`src/shared/ufis_params.svh`:
```
// Offsets, field positions and reset values for the USB function status block
// Notes on behaviour
// - Per-pipe enable gates empty flag into summary
// - Sixteen-bit status word at offset 0x60
// - VBUS/resume irq: write 0 clears, 1 ignored
// - Clock stopped: write 0 arms clear, later write 1 performs it
// - Bit 13 reserved, reads zero
// - State/stage irq: write 0 clears only
// - Summary buffer bits read-only, writes ignored
// - Device state encoding, writes ignored
// - Bus reset sets state irq, state default
// - Hard/soft reset zero all but VBUS level and ready/not-ready summaries; soft reset keeps mask
// - Setup flag: set on setup, write 0 clears
// - Control stage field read-only, encoded stages
// - Empty summary set by any enabled flag
// - Not-ready summary follows status register 2
// - Ready summary follows status register 1
// - VBUS level mirrors pin, change sets irq
`ifndef UFIS_PARAMS_SVH
`define UFIS_PARAMS_SVH

// ----------------------------------------------------------------------------
// Register offsets
// ----------------------------------------------------------------------------
`define UFIS_OFF_STATUS     12'h060
`define UFIS_OFF_EMPTY_EN   12'h04C
`define UFIS_OFF_IRQ_MASK   12'h070
`define UFIS_OFF_SW_RESET   12'h074

// ----------------------------------------------------------------------------
// Field positions
// ----------------------------------------------------------------------------
`define UFIS_B_VBUS_IRQ     15
`define UFIS_B_RESUME_IRQ   14
`define UFIS_B_RSVD         13
`define UFIS_B_DEVICE_STATE_CHANGE_IRQ_IRQ     12
`define UFIS_B_CTST_IRQ     11
`define UFIS_B_EMPTY        10
`define UFIS_B_NRDY         9
`define UFIS_B_RDY          8
`define UFIS_B_VBUS_LVL     7
`define UFIS_B_SETUP        3
`define UFIS_IRQ_BITS_MASK  16'hDF08

// ----------------------------------------------------------------------------
// Reset values
// ----------------------------------------------------------------------------
`define UFIS_RST_ZERO16     16'h0000
`define UFIS_RST_DEVICE_STATE_FIELD       3'h0
`define UFIS_BUSRST_DEVICE_STATE_FIELD    3'h1

`endif

```
`src/shared/ufis_pkg.sv`:
```
// Types of the USB function status block
package ufis_pkg;
    typedef enum logic [2:0] {
        UFIS_DS_POWERED    = 3'h0,
        UFIS_DS_DEFAULT    = 3'h1,
        UFIS_DS_ADDRESS    = 3'h2,
        UFIS_DS_CONFIGURED = 3'h3,
        UFIS_DS_SUSPENDED  = 3'h4
    } ufis_dev_state_t;

    typedef enum logic [2:0] {
        UFIS_CS_IDLE_SETUP = 3'h0,
        UFIS_CS_RD_DATA    = 3'h1,
        UFIS_CS_RD_STATUS  = 3'h2,
        UFIS_CS_WR_DATA    = 3'h3,
        UFIS_CS_WR_STATUS  = 3'h4,
        UFIS_CS_NODATA_ST  = 3'h5,
        UFIS_CS_SEQ_ERROR  = 3'h6,
        UFIS_CS_RESERVED   = 3'h7
    } ufis_ctrl_stage_t;

    typedef enum {
        UFIS_CLR_IDLE,
        UFIS_CLR_PEND
    } ufis_clr_state_t;
endpackage

```
`src/logic/ufis_irq_bit.sv`:
```
// One write-zero-to-clear interrupt flag with optional clock-stopped clear deferral
`timescale 1ns/10ps
`default_nettype none
module ufis_irq_bit
    import ufis_pkg::*;
(
    input  wire logic clk,
    input  wire logic rst_n,
    input  wire logic soft_rst,
    input  wire logic set_evt,
    input  wire logic clr_wr,
    input  wire logic one_wr,
    input  wire logic clk_running,
    output logic      flag
);
    ufis_clr_state_t pend_r;
    logic            do_clr;

    // ------------------------------------------------------------------------
    // Deferred clear
    // ------------------------------------------------------------------------
    // With the core clock stopped a zero only arms the clear; the later one
    // releases it, so a single stray zero cannot lose an event.
    always_ff @(posedge clk or negedge rst_n) begin
        if (!rst_n) begin
            pend_r <= UFIS_CLR_IDLE;
        end else if (soft_rst || clk_running) begin
            pend_r <= UFIS_CLR_IDLE;
        end else begin
            case (pend_r)
                UFIS_CLR_IDLE: if (clr_wr) pend_r <= UFIS_CLR_PEND;
                UFIS_CLR_PEND: if (one_wr) pend_r <= UFIS_CLR_IDLE;
                default:       pend_r <= UFIS_CLR_IDLE;
            endcase
        end
    end

    assign do_clr = clk_running ? clr_wr : (pend_r == UFIS_CLR_PEND && one_wr);

    always_ff @(posedge clk or negedge rst_n) begin
        if (!rst_n) begin
            flag <= 1'b0;
        end else if (soft_rst) begin
            flag <= 1'b0;
        end else if (set_evt) begin
            flag <= 1'b1;
        end else if (do_clr) begin
            flag <= 1'b0;
        end
    end
endmodule
`default_nettype wire

```
`src/logic/ufis_top.sv`:
```
// Top-level interrupt status word of a USB function controller, APB slave
//
// Design decision made here: register access over APB.
`timescale 1ns/10ps
`default_nettype none
`include "ufis_params.svh"
module ufis_top
    import ufis_pkg::*;
#(
    parameter int NUM_PIPES = 7
) (
    input  wire logic                 pclk,
    input  wire logic                 presetn,
    input  wire logic                 psel,
    input  wire logic                 penable,
    input  wire logic                 pwrite,
    input  wire logic [11:0]          paddr,
    input  wire logic [31:0]          pwdata,
    input  wire logic [3:0]           pstrb,
    output logic      [31:0]          prdata,
    output logic                      pready,
    output logic                      pslverr,
    input  wire logic                 vbus_pin,
    input  wire logic                 core_clk_running,
    input  wire logic                 resume_evt,
    input  wire logic                 usb_bus_reset,
    input  wire logic                 dev_state_evt,
    input  wire logic [2:0]           dev_state_in,
    input  wire logic                 ctrl_stage_evt,
    input  wire logic [2:0]           ctrl_stage_in,
    input  wire logic                 setup_rcvd,
    input  wire logic [NUM_PIPES-1:0] pipe_empty_or_size_error_flag,
    input  wire logic [NUM_PIPES-1:0] pipe_not_ready_flag,
    input  wire logic [NUM_PIPES-1:0] pipe_ready_flag,
    output logic                      irq
);
    if (NUM_PIPES < 1 || NUM_PIPES > 16) begin : g_bad_pipes
        $error("NUM_PIPES must be 1..16");
    end

    // ------------------------------------------------------------------------
    // APB decode
    // ------------------------------------------------------------------------
    logic wr_acc;
    logic hit_stat;
    logic hit_en;
    logic hit_mask;
    logic hit_srst;
    logic lo_en;
    logic hi_en;
    logic soft_rst;

    assign pready   = 1'b1;
    assign wr_acc   = psel && penable && pwrite;
    assign hit_stat = (paddr == `UFIS_OFF_STATUS);
    assign hit_en   = (paddr == `UFIS_OFF_EMPTY_EN);
    assign hit_mask = (paddr == `UFIS_OFF_IRQ_MASK);
    assign hit_srst = (paddr == `UFIS_OFF_SW_RESET);
    assign pslverr  = psel && penable && !(hit_stat || hit_en || hit_mask || hit_srst);
    assign lo_en    = pstrb[0];
    assign hi_en    = pstrb[1];
    assign soft_rst = wr_acc && hit_srst && lo_en && pwdata[0];

    // ------------------------------------------------------------------------
    // Control registers
    // ------------------------------------------------------------------------
    logic [NUM_PIPES-1:0] empty_en_r;
    logic [15:0]          mask_r;

    always_ff @(posedge pclk or negedge presetn) begin
        if (!presetn) begin
            empty_en_r <= '0;
        end else if (soft_rst) begin
            empty_en_r <= '0;
        end else if (wr_acc && hit_en && lo_en) begin
            empty_en_r <= pwdata[NUM_PIPES-1:0];
        end
    end

    always_ff @(posedge pclk or negedge presetn) begin
        if (!presetn) begin
            mask_r <= `UFIS_RST_ZERO16;
        end else if (wr_acc && hit_mask) begin
            if (lo_en) mask_r[7:0] <= pwdata[7:0];
            if (hi_en) mask_r[15:8] <= pwdata[15:8];
        end
    end

    // ------------------------------------------------------------------------
    // VBUS level and change detect
    // ------------------------------------------------------------------------
    logic vbus_prev_r;
    logic vbus_seen_r;
    logic vbus_chg;

    always_ff @(posedge pclk or negedge presetn) begin
        if (!presetn) begin
            vbus_prev_r <= 1'b0;
            vbus_seen_r <= 1'b0;
        end else begin
            vbus_prev_r <= vbus_pin;
            vbus_seen_r <= 1'b1;
        end
    end

    // No compare on the first edge after reset: a pin already high is no change
    assign vbus_chg = vbus_seen_r && (vbus_pin != vbus_prev_r);

    // ------------------------------------------------------------------------
    // Writable interrupt flags
    // ------------------------------------------------------------------------
    logic stat_wr_hi;
    logic stat_wr_lo;
    logic vbus_irq;
    logic resume_irq;

    assign stat_wr_hi = wr_acc && hit_stat && hi_en;
    assign stat_wr_lo = wr_acc && hit_stat && lo_en;

    ufis_irq_bit u_vbus (
        .clk         (pclk),
        .rst_n       (presetn),
        .soft_rst    (soft_rst),
        .set_evt     (vbus_chg),
        .clr_wr      (stat_wr_hi && !pwdata[`UFIS_B_VBUS_IRQ]),
        .one_wr      (stat_wr_hi && pwdata[`UFIS_B_VBUS_IRQ]),
        .clk_running (core_clk_running),
        .flag        (vbus_irq)
    );

    ufis_irq_bit u_resume (
        .clk         (pclk),
        .rst_n       (presetn),
        .soft_rst    (soft_rst),
        .set_evt     (resume_evt),
        .clr_wr      (stat_wr_hi && !pwdata[`UFIS_B_RESUME_IRQ]),
        .one_wr      (stat_wr_hi && pwdata[`UFIS_B_RESUME_IRQ]),
        .clk_running (core_clk_running),
        .flag        (resume_irq)
    );

    logic             device_state_change_irq_irq_r;
    logic             ctst_irq_r;
    logic             setup_r;
    ufis_dev_state_t  device_state_field_r;
    ufis_ctrl_stage_t control_stage_field_r;

    // Clears need the core clock; writes of one never set
    always_ff @(posedge pclk or negedge presetn) begin
        if (!presetn) begin
            device_state_change_irq_irq_r <= 1'b0;
        end else if (soft_rst) begin
            device_state_change_irq_irq_r <= 1'b0;
        end else if (dev_state_evt || usb_bus_reset) begin
            device_state_change_irq_irq_r <= 1'b1;
        end else if (stat_wr_hi && core_clk_running && !pwdata[`UFIS_B_DEVICE_STATE_CHANGE_IRQ_IRQ]) begin
            device_state_change_irq_irq_r <= 1'b0;
        end
    end

    always_ff @(posedge pclk or negedge presetn) begin
        if (!presetn) begin
            ctst_irq_r <= 1'b0;
        end else if (soft_rst) begin
            ctst_irq_r <= 1'b0;
        end else if (ctrl_stage_evt) begin
            ctst_irq_r <= 1'b1;
        end else if (stat_wr_hi && core_clk_running && !pwdata[`UFIS_B_CTST_IRQ]) begin
            ctst_irq_r <= 1'b0;
        end
    end

    always_ff @(posedge pclk or negedge presetn) begin
        if (!presetn) begin
            setup_r <= 1'b0;
        end else if (soft_rst) begin
            setup_r <= 1'b0;
        end else if (setup_rcvd) begin
            setup_r <= 1'b1;
        end else if (stat_wr_lo && core_clk_running && !pwdata[`UFIS_B_SETUP]) begin
            setup_r <= 1'b0;
        end
    end

    // ------------------------------------------------------------------------
    // State fields, not writable from the bus
    // ------------------------------------------------------------------------
    always_ff @(posedge pclk or negedge presetn) begin
        if (!presetn) begin
            device_state_field_r <= UFIS_DS_POWERED;
        end else if (soft_rst) begin
            device_state_field_r <= UFIS_DS_POWERED;
        end else if (usb_bus_reset) begin
            device_state_field_r <= UFIS_DS_DEFAULT;
        end else if (dev_state_evt) begin
            case (dev_state_in[2])
                1'b1:    device_state_field_r <= UFIS_DS_SUSPENDED;
                default: device_state_field_r <= ufis_dev_state_t'(dev_state_in);
            endcase
        end
    end

    always_ff @(posedge pclk or negedge presetn) begin
        if (!presetn) begin
            control_stage_field_r <= UFIS_CS_IDLE_SETUP;
        end else if (soft_rst) begin
            control_stage_field_r <= UFIS_CS_IDLE_SETUP;
        end else if (ctrl_stage_evt) begin
            control_stage_field_r <= ufis_ctrl_stage_t'(ctrl_stage_in);
        end
    end

    // ------------------------------------------------------------------------
    // Summary buffer bits
    // ------------------------------------------------------------------------
    logic [NUM_PIPES-1:0] empty_gated;

    generate
        for (genvar i = 0; i < NUM_PIPES; i++) begin : g_pipe
            assign empty_gated[i] = pipe_empty_or_size_error_flag[i] && empty_en_r[i];
        end
    endgenerate

    logic empty_sum;
    logic nrdy_sum;
    logic rdy_sum;
    // Derived live from the per-pipe flags: clears as soon as all flags clear
    assign empty_sum = |empty_gated;
    assign nrdy_sum  = |pipe_not_ready_flag;
    assign rdy_sum   = |pipe_ready_flag;

    // ------------------------------------------------------------------------
    // Status word, read data and interrupt
    // ------------------------------------------------------------------------
    logic [15:0] status;

    assign status = {vbus_irq, resume_irq, 1'b0, device_state_change_irq_irq_r, ctst_irq_r,
                     empty_sum, nrdy_sum, rdy_sum,
                     vbus_pin, device_state_field_r, setup_r, control_stage_field_r};

    always_ff @(posedge pclk or negedge presetn) begin
        if (!presetn) begin
            prdata <= 32'h00000000;
        end else if (psel && !penable && !pwrite) begin
            if (hit_stat) prdata <= {16'h0000, status};
            else if (hit_en) prdata <= {{(32-NUM_PIPES){1'b0}}, empty_en_r};
            else if (hit_mask) prdata <= {16'h0000, mask_r};
            else prdata <= 32'h00000000;
        end
    end

    assign irq = |(status & mask_r & `UFIS_IRQ_BITS_MASK);
endmodule
`default_nettype wire

```
`config.mk`:
```
export PLATFORM = sky130hd
export DESIGN_NAME = ufis_top
export DESIGN_NICKNAME = d
export VERILOG_FILES = /design/src/shared/ufis_pkg.sv /design/src/logic/ufis_irq_bit.sv /design/src/logic/ufis_top.sv
export VERILOG_INCLUDE_DIRS = /design/src /design/src/shared
export SDC_FILE = /design/constraint.sdc
export NUM_CORES = 1
export LEC_CHECK = 0
export BUFFER_PORTS_ARGS = -buffer_cell sky130_fd_sc_hd__buf_2
export CAP_MARGIN = 0
export CORE_MARGIN = 1
export CORE_UTILIZATION = 51
export DETAILED_ROUTE_END_ITERATION = 8
export PLACE_DENSITY = 0.87
export SYNTH_ARGS = -nofsm -noshare
export SYNTH_HDL_FRONTEND = slang
export SYNTH_SLANG_ARGS = --single-unit
```
`constraint.sdc`:
```
create_clock -name pclk -period 3.9 [get_ports pclk]
set_input_delay 0.39 -clock pclk [delete_from_list [all_inputs] [get_ports pclk]]
set_output_delay 0.39 -clock pclk [all_outputs]
set_load 0.02 [all_outputs]
```
==> flow_summary.yaml <==
final_layout:
  fin_nets: 403
  drive_gt1_share_pct: 37.5
  area_growth_pct: 19.1
  fin_area_um2: 3210
  final_cell_mix: "buf_2 (86), dfrtp_1 (54), conb_1 (18)"
  antenna_cells: 0
  final_common_cell: "buf_2"
  finalNonFillerCells: 387
pwr:
  p_sw_w: 0.000241
  power.share.sequential_pct: 57.5
  peakVddDrop_mv: 0.205
  p_clk_share_pct: 32.0
  p_int_w: 0.000749
  swShare_pct: 24.4
  p_leak_nw: 1.65
  combPwrFrac_pct: 10.6
  powerDensity_nw_per_um2: 309
logic_synthesis:
  avgSynthCellArea_um2: 11.7
  yosys.area.top_type: "dfrtp_1"
  synth_top_area_share_pct: 50.2
  synthCells: 231
  synth_edf_count: 0
  synthArstFlopShare_pct: 100
  synth.distinct_cells: 44
  ys.warnings.count: 0
  synthFlopType: "dfrtp_1"
  yosysSeqAreaShare_pct: 50.2
  synthTopCellsByArea: "dfrtp_1 (50%), mux2_2 (6.7%), a221o_1 (5.6%)"
  netlist_area_um2: 2690
  ys_ff_latch: 54
clock_tree:
  path_clk_slew_ns: 0.09
  ctsHtreeMaxLevel: 2
  cts_setup_buffers: 0
  cts_tree: "built"
  clock_latency_ns: 0.30
  max-clock-path-buffers: 2
  cts_buffers: 5
  cts_sinks: 54
  root_buffer: "clkbuf_8"
  cts_resized: 0
  ctsHoldBuffers: 0
drt:
  drt_pre_antenna_iters: 7
  wl_per_cell_um: 15.5
  num_vias: 2134
  viasPerCell: 5.51
  ant_nets: 0
  drc: 0
  routed_wl_um: 6010
  drt-initial-drc-count: 160
placed_design:
  dp_hpwl_um: 4520
  gp_congestion: 0.838
  placedCellCount: 379
  io_buffer_count: 86
  placed_cell_area_um2: 3120
worst_setup_path:
  r2r_cells: 4
  crit_arrival_ns: 1.89
  end_kind: "output port"
  critPathKind: "in2out"
  startpoint_type: "primary input"
  cp_data_required_time_ns: 3.51
  path_max_fanout: 2
timing:
  rsz0062_at_grt: "no"
  clock-skew-final_ns: 0.00557
  drv_slew: 0
  fmax_ghz: 0.439
  timing.final.crit_share_pct: 58.3
  worst_pin_slew_ns: 0.960
  finalSetupTns_ns: 0
  final-setup-viol-count: 0
  finalHoldViolCount: 0
  min_period_ns: 2.28
  slew_headroom_pct: 36.0
die:
  die_w_um: 74.7
  die_h_um: 74.7
  ios: 122
  rows: 26
  die_area_um2: 5570
  start_util_pct: 52.7
  coreArea_um2: 5110
global_routing:
  grt_pass1_wl_um: 9690
  grt_max_degree: 55
  grt_overflow_total: 0
  grt_use_total_pct: 23.1
  grt_pass1_vias: 2053
  antenna_found_initial: 0
status:
  outcome: "finished, final reports clean"
flow_run:
  cap_violations: 0
min_path:
  holdCritPathClass: "in2async"
-- critical path, cell delays in order --
cell and delay [ns]:
buf_2 0.09, or4_1 0.50, nor4_1 0.31, o211ai_1 0.14, a221o_1 0.29, buf_2 0.16
-- final timing paths --
kind | start | end | slack [ns]
worst max-delay path | pipe_ready_flag[2] | irq | 1.62
worst min-delay path | presetn | device_state_field_r[1]$_DFFE_PN0P_ | 0.20
worst max register to register | empty_en_r[0]$_DFFE_PN0P_ | prdata[10]$_DFFE_PN0P_ | 2.35
worst min register to register | mask_r[13]$_DFFE_PN0P_ | prdata[13]$_DFFE_PN0P_ | 0.50
max in group asynchronous | presetn | mask_r[7]$_DFFE_PN0P_ | 3.26
min in group pclk | vbus_pin | vbus_prev_r$_DFF_PN0_ | 0.23
-- registers in the layout, summed over array words and instances (netlist names) --
| name | flops |
|---|---|
| control_stage_field_r | 3 |
| device_state_change_irq_irq_r | 1 |
| u_resume.flag | 1 |
| u_vbus.pend_r | 1 |
| u_vbus.flag | 1 |
| u_resume.pend_r | 1 |
| vbus_prev_r | 1 |
| prdata | 16 |
| device_state_field_r | 3 |
| empty_en_r | 7 |
| vbus_seen_r | 1 |
| ctst_irq_r | 1 |
| setup_r | 1 |
| mask_r | 16 |
-- power groups by stage --
stage          Sequential, W  Combinational, W  Clock, W
2_1_floorplan       0.000579         0.0000593         0
3_3_place_gp        0.000580          0.000101         0
3_5_place_dp        0.000580          0.000105         0
4_1_cts             0.000569          0.000105  0.000319
5_1_grt             0.000570          0.000118  0.000340
6_report            0.000569          0.000105  0.000317
-- per-stage QoR --
stage                     total power, W  util [%]  hold WS, ns  setup WS, ns
after global routing             0.00103      62.8        0.230          1.53
final                           0.000990      62.8        0.197          1.62
after CTS                       0.000993      62.8        0.221          1.62
after floorplan                 0.000638         -       0.0944          1.91
after detailed placement        0.000685      61.0        0.480          1.61
after global placement          0.000681      61.0        0.468          1.63
-- kinds of logic (layout without fill, tap and decap cells) --
kind of cell	count (synthesis)	in the layout	share of synthesized area [%]
flops	54	54	50.2
other cells	2	18	0.279
compound gates	48	48	14.2
mux	29	29	11.5
xor+xnor	1	1	0.325
buf+inv	33	103	7.16
simple gates	64	64	16.3
-- cells in the mapped netlist (3+ instances only) --
| cell type | n |
|---|---|
| nor3_2 | 3 |
| mux2_2 | 16 |
| clkbuf_1 | 3 |
| nor4_1 | 5 |
| inv_1 | 8 |
| nand2_1 | 4 |
| and2_0 | 6 |
| buf_2 | 4 |
| o21ai_0 | 4 |
| a22oi_1 | 3 |
| dfrtp_1 | 54 |
| mux2i_1 | 13 |
| a221o_1 | 15 |
| nand3_1 | 4 |
| nor2_1 | 8 |
| buf_4 | 17 |
| a21oi_1 | 10 |
| nor3_1 | 12 |
| a22o_1 | 8 |
-- cell type report --
cell class / count / area [um^2]
Multi-Input combinational cell: 160 / 1210
Inverter: 8 / 30.0
Timing Repair Buffer: 87 / 438
Clock buffer: 7 / 86.3
Fill cell: 424 / 1900
Clock inverter: 1 / 5.00
Sequential cell: 54 / 1350
Tap cell: 70 / 87.6
-- layer usage --
layer	vias up	routed length (um)	global-route usage, %	part of all wire, %
li1	1012	-	-	-
met4	0	57	6.71	0.95
met3	6	284	3.61	4.7
met1	1031	2660	31.8	44
met5	-	0	0	0
met2	85	3010	38.0	50
(Power assumes the default switching activity.)
